===== src/verilog/prio_ctl_regs.svh =====
`ifndef PRIO_CTL_REGS_SVH
`define PRIO_CTL_REGS_SVH
// clock period and main time tick; 2^28 ticks of 10 ms span 745.65 hours
`define CLK_PERIOD_NS    20
`define MAIN_TICK_NS     10000000
`define TIME_SPAN_CHOURS 74565
// memory-resident counter slots
`define CNT_TIME_LO      2'h0
`define CNT_TIME_HI      2'h1
`define CNT_UPLINK       2'h2
`define CNT_SLOTS        3
// reset value of a counter word: zero data, odd parity bit set
`define CNT_RESET_WORD   16'h8000
// interrupt program vectors: base plus four words per priority level
`define VEC_BASE         12'h800
`define RESTART_ADDR     12'h000
// timer interrupt rates as masks on the tick count (values arbitrary)
`define T6_MASK          8'h00
`define T5_MASK          8'h01
`define T3_MASK          8'h03
`define T4_MASK          8'h07
// uplink word length in serial bits
`define UPLINK_BITS      4'hf
// pending-condition bit positions
`define PB_KEY2          5
`define PB_MARK          6
`define PB_UPLINK        7
`define PB_DOWN          8
`define PB_HAND          9
`endif


===== src/verilog/prio_ctl_pkg.sv =====
package prio_ctl_pkg;
   // sequencing of boundary work
   typedef enum logic [1:0] {
      ST_IDLE   = 2'b00,
      ST_DECIDE = 2'b01,
      ST_CNT_RD = 2'b10,
      ST_CNT_WR = 2'b11
   } state_t;
   // kind of priority request issued to the sequencer
   typedef enum logic [1:0] {
      RK_NONE = 2'b00,
      RK_CNT  = 2'b01,
      RK_INT  = 2'b10,
      RK_RES  = 2'b11
   } req_kind_t;
endpackage : prio_ctl_pkg


===== src/verilog/odd_parity.sv =====
`timescale 1ns/100ps
`default_nettype none
// odd parity generate for writes and check for reads
module odd_parity #(
   parameter int W = 15
) (
   // data going to memory
   input  wire logic [W-1:0] wr_data,
   output wire logic         wr_par,
   // full word coming from memory
   input  wire logic [W:0]   rd_word,
   output wire logic         rd_ok
);
   // parity bit makes the ones count odd
   assign wr_par = ~(^wr_data);
   // a good word holds an odd number of ones
   assign rd_ok  = ^rd_word;
endmodule : odd_parity
`default_nettype wire


===== src/verilog/ones_comp_adder.sv =====
`timescale 1ns/100ps
`default_nettype none
// ones-complement adder: sign plus M magnitude bits, end-around carry
module ones_comp_adder #(
   parameter int M = 14
) (
   // operands
   input  wire logic [M:0] a,
   input  wire logic [M:0] b,
   // result and overflow or underflow flag
   output wire logic [M:0] sum,
   output wire logic       ovf
);
   logic [M+1:0] raw;   // sum with carry out
   assign raw = {1'b0, a} + {1'b0, b};
   // end-around carry folds back into the low bit
   assign sum = raw[M:0] + {{M{1'b0}}, raw[M+1]};
   // like signs giving an unlike sign is overflow
   assign ovf = (a[M] == b[M]) && (sum[M] != a[M]);
endmodule : ones_comp_adder
`default_nettype wire


===== src/verilog/priority_interrupt_counter_control.sv =====
`timescale 1ns/100ps
`default_nettype none
`include "prio_ctl_regs.svh"
module priority_interrupt_counter_control #(
   parameter int TICK_CYCLES = `MAIN_TICK_NS / `CLK_PERIOD_NS,
   parameter int AW          = 12
) (
   // clock and reset
   input  wire logic                    clk,
   input  wire logic                    rstn,
   // event sources
   input  wire logic                    key_press_first,
   input  wire logic                    key_press_second,
   input  wire logic                    mark_discrete,
   input  wire logic                    uplink_pulse,
   input  wire logic                    uplink_bit,
   input  wire logic                    hand_out_of_detent,
   input  wire logic                    downlink_end,
   // sequencer and central processor
   input  wire logic                    instr_done,
   input  wire logic                    resume_req,
   input  wire logic [15:0]             acc_in,
   // priority requests and program state
   output logic                         hold_r,
   output prio_ctl_pkg::req_kind_t      req_kind_r,
   output logic [AW-1:0]                req_addr_r,
   output logic [AW-1:0]                pc_r,
   output logic [15:0]                  acc_out_r,
   output logic                         acc_load_r,
   output logic                         in_isr_r,
   output logic                         parity_err_r
);
   import prio_ctl_pkg::*;

   // lowest set level wins
   function automatic logic [3:0] first_level(input logic [8:0] v);
      logic [3:0] r;
      r = 4'hf;
      for (int i = 8; i >= 0; i--) if (v[i]) r = i[3:0];
      return r;
   endfunction : first_level
   // pending bits served by one level; mark rides with second keyboard
   function automatic logic [9:0] level_mask(input logic [3:0] l);
      logic [9:0] m;
      m = 10'h000;
      if (l < 4'd5) m[l] = 1'b1;
      else if (l == 4'd5) m = 10'h060;
      else m[l + 4'd1] = 1'b1;
      return m;
   endfunction : level_mask
   // next sequential address
   function automatic logic [AW-1:0] next_addr(input logic [AW-1:0] a);
      return a + {{(AW-1){1'b0}}, 1'b1};
   endfunction : next_addr
   state_t          state_r;       // boundary sequencer state
   logic [19:0]     div_r;         // main tick divider
   logic [7:0]      tick_cnt_r;    // counts main ticks for timer rates
   logic [9:0]      pend_r;        // held interrupt conditions
   logic            mark_prev_r;   // for mark edge
   logic            hand_prev_r;   // for detent edge
   logic            time_pend_r;   // time counter increment waiting
   logic            carry_pend_r;  // high time word increment waiting
   logic            up_pend_r;     // uplink shift step waiting
   logic            up_bit_r;      // bit for the waiting shift step
   logic [3:0]      up_cnt_r;      // uplink bits assembled so far
   logic            resume_r;      // boundary came from closing instruction
   logic [1:0]      cidx_r;        // counter being updated
   logic [15:0]     rd_word_r;     // counter word as read
   logic [AW-1:0]   saved_pc_r;    // interrupted program counter
   logic [15:0]     saved_acc_r;   // interrupted intermediate result
   logic [15:0]     cnt_mem_r [`CNT_SLOTS];  // memory-resident counters

   // decode wires
   logic            tick, boundary, lvl_any, cnt_any, enter, up_word;
   logic            inc_ovf, new_par, rd_ok, carry_set;
   logic [9:0]      set_v, clr_v;
   logic [8:0]      lvl;
   logic [3:0]      top_lvl;
   logic [AW-1:0]   vec;
   logic [1:0]      pick;
   logic [14:0]     inc_sum, new_data;
   logic [15:0]     wr_word;

   // main tick every 10 ms
   assign tick     = (div_r == 20'(TICK_CYCLES - 1));
   assign boundary = instr_done | resume_req;
   // word complete on the last shift step
   assign up_word  = (state_r == ST_CNT_WR) && (cidx_r == `CNT_UPLINK)
                     && (up_cnt_r == `UPLINK_BITS - 4'h1);
   // interrupt conditions, set this cycle
   assign set_v[0] = tick && ((tick_cnt_r & `T6_MASK) == 8'h00);
   assign set_v[1] = tick && ((tick_cnt_r & `T5_MASK) == 8'h00);
   assign set_v[2] = tick && ((tick_cnt_r & `T3_MASK) == 8'h00);
   assign set_v[3] = tick && ((tick_cnt_r & `T4_MASK) == 8'h00);
   assign set_v[4] = key_press_first;
   assign set_v[`PB_KEY2]   = key_press_second;
   assign set_v[`PB_MARK]   = mark_discrete & ~mark_prev_r;
   assign set_v[`PB_UPLINK] = up_word;
   assign set_v[`PB_DOWN]   = downlink_end;
   assign set_v[`PB_HAND]   = hand_out_of_detent & ~hand_prev_r;
   // nine priority levels over ten conditions
   assign lvl = {pend_r[9:7], pend_r[`PB_KEY2] | pend_r[`PB_MARK], pend_r[4:0]};
   assign lvl_any = |lvl;
   assign top_lvl = first_level(lvl);
   assign vec     = `VEC_BASE | {{(AW-6){1'b0}}, top_lvl, 2'b00};
   // an interrupt program is entered from the decide state
   assign enter   = (state_r == ST_DECIDE) && !cnt_any && lvl_any && (resume_r || !in_isr_r);
   assign clr_v   = enter ? level_mask(top_lvl) : 10'h000;
   // counters: carry first, then time, then uplink
   assign cnt_any = carry_pend_r | time_pend_r | up_pend_r;
   assign pick    = carry_pend_r ? `CNT_TIME_HI : time_pend_r ? `CNT_TIME_LO : `CNT_UPLINK;
   // modify step on the counter word
   ones_comp_adder #(.M(14)) u_inc (
      .a   (rd_word_r[14:0]),
      .b   (15'h0001),
      .sum (inc_sum),
      .ovf (inc_ovf)
   );
   // only the write step of the low word may queue a carry, once
   assign carry_set = (state_r == ST_CNT_WR) && (cidx_r == `CNT_TIME_LO) && inc_ovf;
   // time words wrap to zero on overflow; uplink shifts one bit in
   assign new_data = (cidx_r == `CNT_UPLINK) ? {rd_word_r[13:0], up_bit_r} :
                     inc_ovf ? 15'h0000 : inc_sum;
   odd_parity #(.W(15)) u_par (
      .wr_data (new_data),
      .wr_par  (new_par),
      .rd_word (rd_word_r),
      .rd_ok   (rd_ok)
   );
   assign wr_word = {new_par, new_data};

   // tick divider and timer rate count
   always_ff @(posedge clk or negedge rstn) begin
      if (!rstn) begin
         div_r      <= 20'h00000;
         tick_cnt_r <= 8'h00;
      end else begin
         div_r      <= tick ? 20'h00000 : div_r + 20'h00001;
         tick_cnt_r <= tick ? tick_cnt_r + 8'h01 : tick_cnt_r;
      end
   end

   // held interrupt conditions; a new set beats the entry clear
   always_ff @(posedge clk or negedge rstn) begin
      if (!rstn) begin
         pend_r      <= 10'h000;
         mark_prev_r <= 1'b0;
         hand_prev_r <= 1'b0;
      end else begin
         pend_r      <= (pend_r & ~clr_v) | set_v;
         mark_prev_r <= mark_discrete;
         hand_prev_r <= hand_out_of_detent;
      end
   end

   // incremental pulses wait here until a boundary serves them
   always_ff @(posedge clk or negedge rstn) begin
      if (!rstn) begin
         time_pend_r  <= 1'b0;
         carry_pend_r <= 1'b0;
         up_pend_r    <= 1'b0;
         up_bit_r     <= 1'b0;
      end else begin
         time_pend_r  <= tick | (time_pend_r &
                         !(state_r == ST_DECIDE && pick == `CNT_TIME_LO));
         carry_pend_r <= carry_set | (carry_pend_r &
                         !(state_r == ST_DECIDE && pick == `CNT_TIME_HI));
         up_pend_r    <= uplink_pulse | (up_pend_r &
                         !(state_r == ST_DECIDE && pick == `CNT_UPLINK));
         up_bit_r     <= uplink_pulse ? uplink_bit : up_bit_r;
      end
   end

   // counter memory write back
   always_ff @(posedge clk or negedge rstn) begin
      if (!rstn) begin
         for (int i = 0; i < `CNT_SLOTS; i++) cnt_mem_r[i] <= `CNT_RESET_WORD;
      end else if (state_r == ST_CNT_WR) begin
         cnt_mem_r[cidx_r] <= wr_word;
      end
   end

   // uplink bit count
   always_ff @(posedge clk or negedge rstn) begin
      if (!rstn) begin
         up_cnt_r <= 4'h0;
      end else if (state_r == ST_CNT_WR && cidx_r == `CNT_UPLINK) begin
         up_cnt_r <= up_word ? 4'h0 : up_cnt_r + 4'h1;
      end
   end

   // boundary sequencer
   always_ff @(posedge clk or negedge rstn) begin
      if (!rstn) begin
         state_r      <= ST_IDLE;
         hold_r       <= 1'b0;
         resume_r     <= 1'b0;
         cidx_r       <= `CNT_TIME_LO;
         rd_word_r    <= `CNT_RESET_WORD;
         req_kind_r   <= RK_NONE;
         req_addr_r   <= `RESTART_ADDR;
         pc_r         <= `RESTART_ADDR;
         saved_pc_r   <= `RESTART_ADDR;
         saved_acc_r  <= 16'h0000;
         acc_out_r    <= 16'h0000;
         acc_load_r   <= 1'b0;
         in_isr_r     <= 1'b0;
         parity_err_r <= 1'b0;
      end else begin
         req_kind_r   <= RK_NONE;
         acc_load_r   <= 1'b0;
         parity_err_r <= 1'b0;
         unique case (state_r)
            ST_IDLE: begin // wait for the end of an instruction
               if (boundary) begin
                  hold_r   <= 1'b1;
                  resume_r <= resume_req;
                  state_r  <= ST_DECIDE;
               end
            end
            ST_DECIDE: begin // counters first, then program flow
               if (cnt_any) begin
                  cidx_r     <= pick;
                  req_kind_r <= RK_CNT;
                  req_addr_r <= {{(AW-2){1'b0}}, pick};
                  state_r    <= ST_CNT_RD;
               end else begin
                  hold_r  <= 1'b0;
                  state_r <= ST_IDLE;
                  if (enter) begin
                     if (!resume_r) begin // chained entry keeps the first saved state
                        saved_pc_r  <= next_addr(pc_r);
                        saved_acc_r <= acc_in;
                     end
                     pc_r       <= vec;
                     in_isr_r   <= 1'b1;
                     req_kind_r <= RK_INT;
                     req_addr_r <= vec;
                  end else if (resume_r) begin
                     pc_r       <= saved_pc_r;
                     acc_out_r  <= saved_acc_r;
                     acc_load_r <= 1'b1;
                     in_isr_r   <= 1'b0;
                     req_kind_r <= RK_RES;
                     req_addr_r <= saved_pc_r;
                  end else begin
                     pc_r <= next_addr(pc_r);
                  end
               end
            end
            ST_CNT_RD: begin // read the addressed counter
               rd_word_r <= cnt_mem_r[cidx_r];
               state_r   <= ST_CNT_WR;
            end
            ST_CNT_WR: begin // modify and write back, flag a bad read
               parity_err_r <= !rd_ok;
               state_r      <= ST_DECIDE;
            end
         endcase
      end
   end
endmodule : priority_interrupt_counter_control
`default_nettype wire


===== config.mk =====
export PLATFORM = sky130hd
export DESIGN_NAME = priority_interrupt_counter_control
export DESIGN_NICKNAME = d
export VERILOG_FILES = /design/src/verilog/prio_ctl_pkg.sv /design/src/verilog/odd_parity.sv /design/src/verilog/ones_comp_adder.sv /design/src/verilog/priority_interrupt_counter_control.sv
export VERILOG_INCLUDE_DIRS = /design/src /design/src/verilog
export SDC_FILE = /design/constraint.sdc
export NUM_CORES = 1
export LEC_CHECK = 0
export BUFFER_PORTS_ARGS = -buffer_cell sky130_fd_sc_hd__buf_2
export CORE_MARGIN = 1
export CORE_UTILIZATION = 50
export CTS_BUF_LIST = sky130_fd_sc_hd__clkbuf_4 sky130_fd_sc_hd__clkbuf_8
export DETAILED_ROUTE_END_ITERATION = 8
export PLACE_DENSITY = 0.71
export SYNTH_ARGS = -nofsm -noshare
export SYNTH_HDL_FRONTEND = slang
export SYNTH_SLANG_ARGS = --single-unit

===== constraint.sdc =====
create_clock -name clk -period 5.1 [get_ports clk]
set_input_delay 0.765 -clock clk [delete_from_list [all_inputs] [get_ports clk]]
set_output_delay 0.765 -clock clk [all_outputs]
set_load 0.005 [all_outputs]

---- Word level (Yosys, flattened, before mapping) ----
Index checks and enable logic that the tools add are counted.
word-level totals
  flip-flop bits (word level) ............. 191
  input port bits ......................... 27
  output and inout port bits .............. 46
operators by class
  add/sub/neg operators ................... 7
  magnitude comparators ................... 7
  equality and inequality tests ........... 12
  multiplexer cells ....................... 50
  bitwise gates (word level) .............. 23
  reduce and logical (&&, ||, !) cells .... 45
operator list
  cell                   number
  $mux 12                5
  $bwmux 48              1
  $mux 16                3
  $mux 4                 9
  $bmux 16 s2            1
  $demux 16 s2           1
  $mux 10                3
  $mux 15                2
  $logic_not 8->1        3
  $add 20x1->20 const B  1
  $eq 20x19->1 const B   1
  $mux 20                1
  $logic_and 1x1->1      17
  $add 15x1->16 const B  1
  $mux 2                 8
  $reduce_xor 16->1      1
  $add 15x1->15          1
  $reduce_xor 15->1      1
  $add 12x1->12 const B  1
  $mux 1                 11
  $and 10x10->10         1
  $lt 4x5->1 const B     2
  $not 10->10            1
  $or 10x10->10          1
  29 further kinds       67

---- Depth between registers and ports, before layout ----
  depth in word-level cells ............... 20
  gate-level depth with buffers ........... 17
  depth with buffers taken out ............ 16

---- By module ----
From an unflattened synthesis, not the netlist that was laid out.
second synthesis, totals
  cell total of the unflattened synthesis .. 989
  area, all modules ....................... 10127.2 µm²
modules (own cells, without submodules)
  module                              instances  cells each  area each (µm²)  seq. area each (µm²)
  priority_interrupt_counter_control  1          797         8584.5           4659.5
  ones_comp_adder                     1          163         1288.7           0.0
  odd_parity                          1          29          254.0            0.0

---- Least setup slack after synthesis ----
OpenSTA, ideal clock, no wires.
  path kind ............................... register to register
  start ................................... register rd_word_r[2]
  end ..................................... register cnt_mem_r[15] (netlist bit)
  library setup time ...................... 0.074 ns
  arrival ................................. 3.985 ns
  setup slack ............................. 1.042 ns
  stages on the path, launching flop included .. 17
  path buffers ............................ 1
  period minus slack after synthesis ...... 4.058 ns
  cells stage by stage .................... dfrtp_1 buf_2 nand4_4 nor4_1 and3_1 and3_1 ha_1 ha_1 o221ai_1 or4_4 o21a_1 nor3_2 a22oi_2 xnor3_1 xnor2_1 xnor3_1 o21ai_1
on the way
  longest elaborated chain between the ends .. 9
ends and longest elaborated chain
  item                           RTL line                                   text
  start, declared                priority_interrupt_counter_control.sv:68   logic [15:0] rd_word_r;
  start signal, assigned         priority_interrupt_counter_control.sv:199  rd_word_r <= `CNT_RESET_WORD;
  start signal, assigned         priority_interrupt_counter_control.sv:252  rd_word_r <= cnt_mem_r[cidx_r];
  $add 15x1->16                  ones_comp_adder.sv:15                      assign raw = {1'b0, a} + {1'b0, b};
  $add 15x1->15                  ones_comp_adder.sv:17                      assign sum = raw[M:0] + {{M{1'b0}}, raw[M+1]};
  $ne 1x1->1                     ones_comp_adder.sv:19                      assign ovf = (a[M] == b[M]) && (sum[M] != a[M]);
  $logic_and 1x1->1              ones_comp_adder.sv:19
  $mux 15                        priority_interrupt_counter_control.sv:123  inc_ovf ? 15'h0000 : inc_sum;
  $mux 15 (*)                    priority_interrupt_counter_control.sv:122  assign new_data = (cidx_r == `CNT_UPLINK) ? {rd_word_r[13:0], up_bit_r} :
  $reduce_xor 15->1 (*)          odd_parity.sv:15                           assign wr_par = ~(^wr_data);
  $not 1->1 (*)                  odd_parity.sv:15
  $bwmux 48 (*)                  priority_interrupt_counter_control.sv:179  cnt_mem_r[cidx_r] <= wr_word;
  end signal, assigned by index  priority_interrupt_counter_control.sv:179
  end, declared                  priority_interrupt_counter_control.sv:71   logic [15:0] cnt_mem_r [`CNT_SLOTS];
Mark *: on every way between the ends. The rest lies on a longest branch, timed or not.
A chain may end at the register's enable or synchronous reset.

---- Worst setup path in the final report ----
  start ................................... register rd_word_r[3]
  end ..................................... register cnt_mem_r[15] (netlist bit)
Same word-level chain as after synthesis.

==> metrics.yaml <==
antenna_found_initial: 0
coreArea_um2: 18000
worstSetupStartpointType: "register"
cts_buffers: 17
combPwrFrac_pct: 38.7
rsz0062_at_grt: "no"
criticalPathCategory: "register to register"
skew_ps: 13.3
grt_pass1_wl_um: 31200
synthTopCellsByArea: "dfrtp_1 (50%), nand2_1 (7.1%), o21ai_0 (4.6%), xnor2_1 (3.9%), a21oi_1 (3.6%)"
synthDominantCellAreaShare_pct: 49.8
ctsRootBufferMaster: "clkbuf_8"
ctsHoldBuffers: 0
initial_core_util_pct: 50.9
synth_edf_count: 0
switchingPower_mw: 1.99
routed_wl_um: 18900
swShare_pct: 38.7
cpLargestDelayFamily: "simple AND/OR/NAND/NOR gates"
holdCritPathClass: "primary input to register"
pwr-share-seq_pct: 42.9
grt_overflow: 0
htree_levels: 4
hold_violations: 0
worst-path-max-fanout: 12
synth_area_um2: 9150
drc_errors: 0
drt_iter0_drc: 531
die_w_um: 137
die_h_um: 137
fin_crit_sh_pct: 91.8
worst_hold_startpoint: "hand_out_of_detent"
worstPathRequired_ps: 5480
reg2reg_depth: 15
synth.net_count: 998
irDropWorstVdd_uv: 303
tritoncts: "yes"
critPathSlowestCell: "dfrtp_1"
p_leak_nw: 4.69
ys_seq_elements: 186
routabilityCongestion: 0.911
drtPass1Iterations: 5
io_pins: 73
num_vias: 6836
async_flop_share_pct: 100
synth_top_area_cell: "dfrtp_1"
clockBufferDepth: 2
hpwl_um: 12800
end_kind: "register"
finalSetupTns_ps: 0
slew_viol_final: 0
nFillCells: 1603
crit_buf_inv: 0
synthFlopType: "dfrtp_1"
numClockSinks: 186
cts_resized: 0
reg2reg_slack_ps: 420
status: "complete, no violations"
hold_depth: 1
p_per_area_nw_per_um2: 509
maxCapViolCount: 0
worstPathArrival_ps: 5060
syn2layout_area_growth_pct: 10.5
syn_avg_cell_area_um2: 9.62
grt_usage_pct: 21.3
first_global_vias: 6380
fmax_ghz: 0.214
grt_max_degree: 126
post-route-min-period_ps: 4680
tightest_slew_ps: 1080
timing.rr.start: "rd_word_r[3]"
rows: 49
ys_warn_count: 0
dieArea_um2: 18800
relSlewSlack_pct: 28.0
crit_chain: "nand4_4 -> nor4_1 -> and3_1 -> and3_1 -> ha_1 -> ha_1 -> o221ai_1 -> or4_4 -> o21a_1 -> nor3_2 -> a22oi_2 -> xnor3_1 -> xnor2_1 -> xnor3_1 -> o21ai_1"
numPortBuffers: 72
power.total_mw: 5.15
nets: 1051
post_cts_buffers: 0
drt-vias-per-instance: 5.49
clk_latency_ps: 460
clkPwrFrac_pct: 18.5
synth_cells: 951
setup_viol: 0
ant_nets: 0
synthDistinctLibCells: 63
synth_seq_area_share_pct: 51.0
clkTransAtPathRegs_ps: 100
whs_endpoint: "hand_prev_r"
p_int_mw: 3.16
r2r_end: "cnt_mem_r[15]"
drive_above_1_share_pct: 16.2
cpPeakStageDelay_ps: 620
routedWlPerCell_um: 15.2
diodes: 0
==> per-layer routing <==
layer,GRT usage [%],wire length [µm],up-vias
li1,-,-,3373
met1,29.2,9140,3302
met2,33.8,8650,141
met3,4.64,911,20
met4,6.35,228,0
met5,0,0,-
==> kinds of logic (layout without fill, tap and decap cells) <==
group,after synthesis,count (layout),synth area share [%]
buffers and inverters,72,138,3.02
AND/OR/NAND/NOR,346,346,17.0
adder cells (fa/ha/maj),20,20,2.74
multiplexers,44,44,5.17
AO/OA/AOI/OAI,214,214,13.9
flip-flops,186,186,51.0
XOR/XNOR,69,69,7.22
==> worst max path at each step <==
| stage | startpoint | end | slack (ps) | depth (start not counted) |
|---|---|---|---|---|
| floorplan | rd_word_r[2] | cnt_mem_r[15] | 1040 | 16 |
| global placement | rd_word_r[3] | cnt_mem_r[15] | 620 | 15 |
| detailed placement | rd_word_r[3] | cnt_mem_r[31] | 520 | 15 |
| CTS | rd_word_r[3] | cnt_mem_r[31] | 450 | 15 |
| global route | rd_word_r[3] | cnt_mem_r[15] | 150 | 15 |
| finish | rd_word_r[3] | cnt_mem_r[15] | 420 | 15 |
==> placed cells by master, fill, tap and decap left out, types with 7 or more instances in the layout <==
| cell type | instances |
|---|---|
| mux2_2 | 26 |
| xnor2_1 | 41 |
| inv_1 | 21 |
| nor3_1 | 8 |
| buf_4 | 12 |
| clkbuf_8 | 18 |
| or3_1 | 10 |
| nand2_1 | 174 |
| and3_1 | 11 |
| nand3_1 | 29 |
| a22o_1 | 7 |
| dfrtp_1 | 182 |
| o21ai_0 | 84 |
| a21oi_1 | 65 |
| ha_1 | 20 |
| buf_2 | 71 |
| mux2i_1 | 18 |
| xor2_1 | 24 |
| nor2_1 | 75 |
==> state kept, by name (all words and copies together) (netlist names), 2 cells and up <==
name,count
up_cnt_r,4
cidx_r,2
cnt_mem_r,48
tick_cnt_r,3
req_addr_r,12
div_r,20
pc_r,12
saved_acc_r,16
pend_r,10
rd_word_r,16
state_r,2
saved_pc_r,12
acc_out_r,16
req_kind_r,2
==> cells in the mapped netlist (6+ instances only) <==
library cell,n
and3_1,11
a22oi_1,6
ha_1,20
nand3_1,29
nor3_1,9
o21ai_0,84
or3_1,10
nor2_1,75
a21o_1,6
mux2i_1,18
xor2_1,24
buf_1,8
mux2_2,26
a22o_1,7
a21oi_1,65
xnor2_1,41
dfrtp_1,182
nand2_1,174
clkbuf_1,38
inv_1,21
==> layout make-up <==
class	instances	area (µm²)	area share, %
clock buffers	17	234	2.32
clock inverters	15	145	1.44
well taps	229	287	2.84
flip-flops and latches	186	4660	46.1
inverters	21	78.8	0.780
multi-input cells	693	4220	41.8
repair buffers	85	479	4.74
==> per-stage QoR <==
stage	area (µm²)	utilization [%]	instances	hold WS (ps)	setup slack (ps)
after floorplan	9150	-	951	400	1040
after global placement	9730	54.1	1214	405	622
after detailed placement	9730	54.1	1214	417	516
after CTS	10100	56.3	1246	398	445
after global routing	10100	56.3	1246	388	149
final	10100	56.3	1246	419	419
==> power groups by stage <==
stage | combinational [mW] | sequential [mW] | clock [mW]
after global routing | 2.24 | 2.27 | 1.03
after CTS | 2.00 | 2.20 | 0.974
after detailed placement | 1.99 | 2.23 | 0
after global placement | 1.96 | 2.21 | 0
final | 1.99 | 2.21 | 0.950
after floorplan | 1.64 | 2.06 | 0
(Power assumes the default switching activity.)
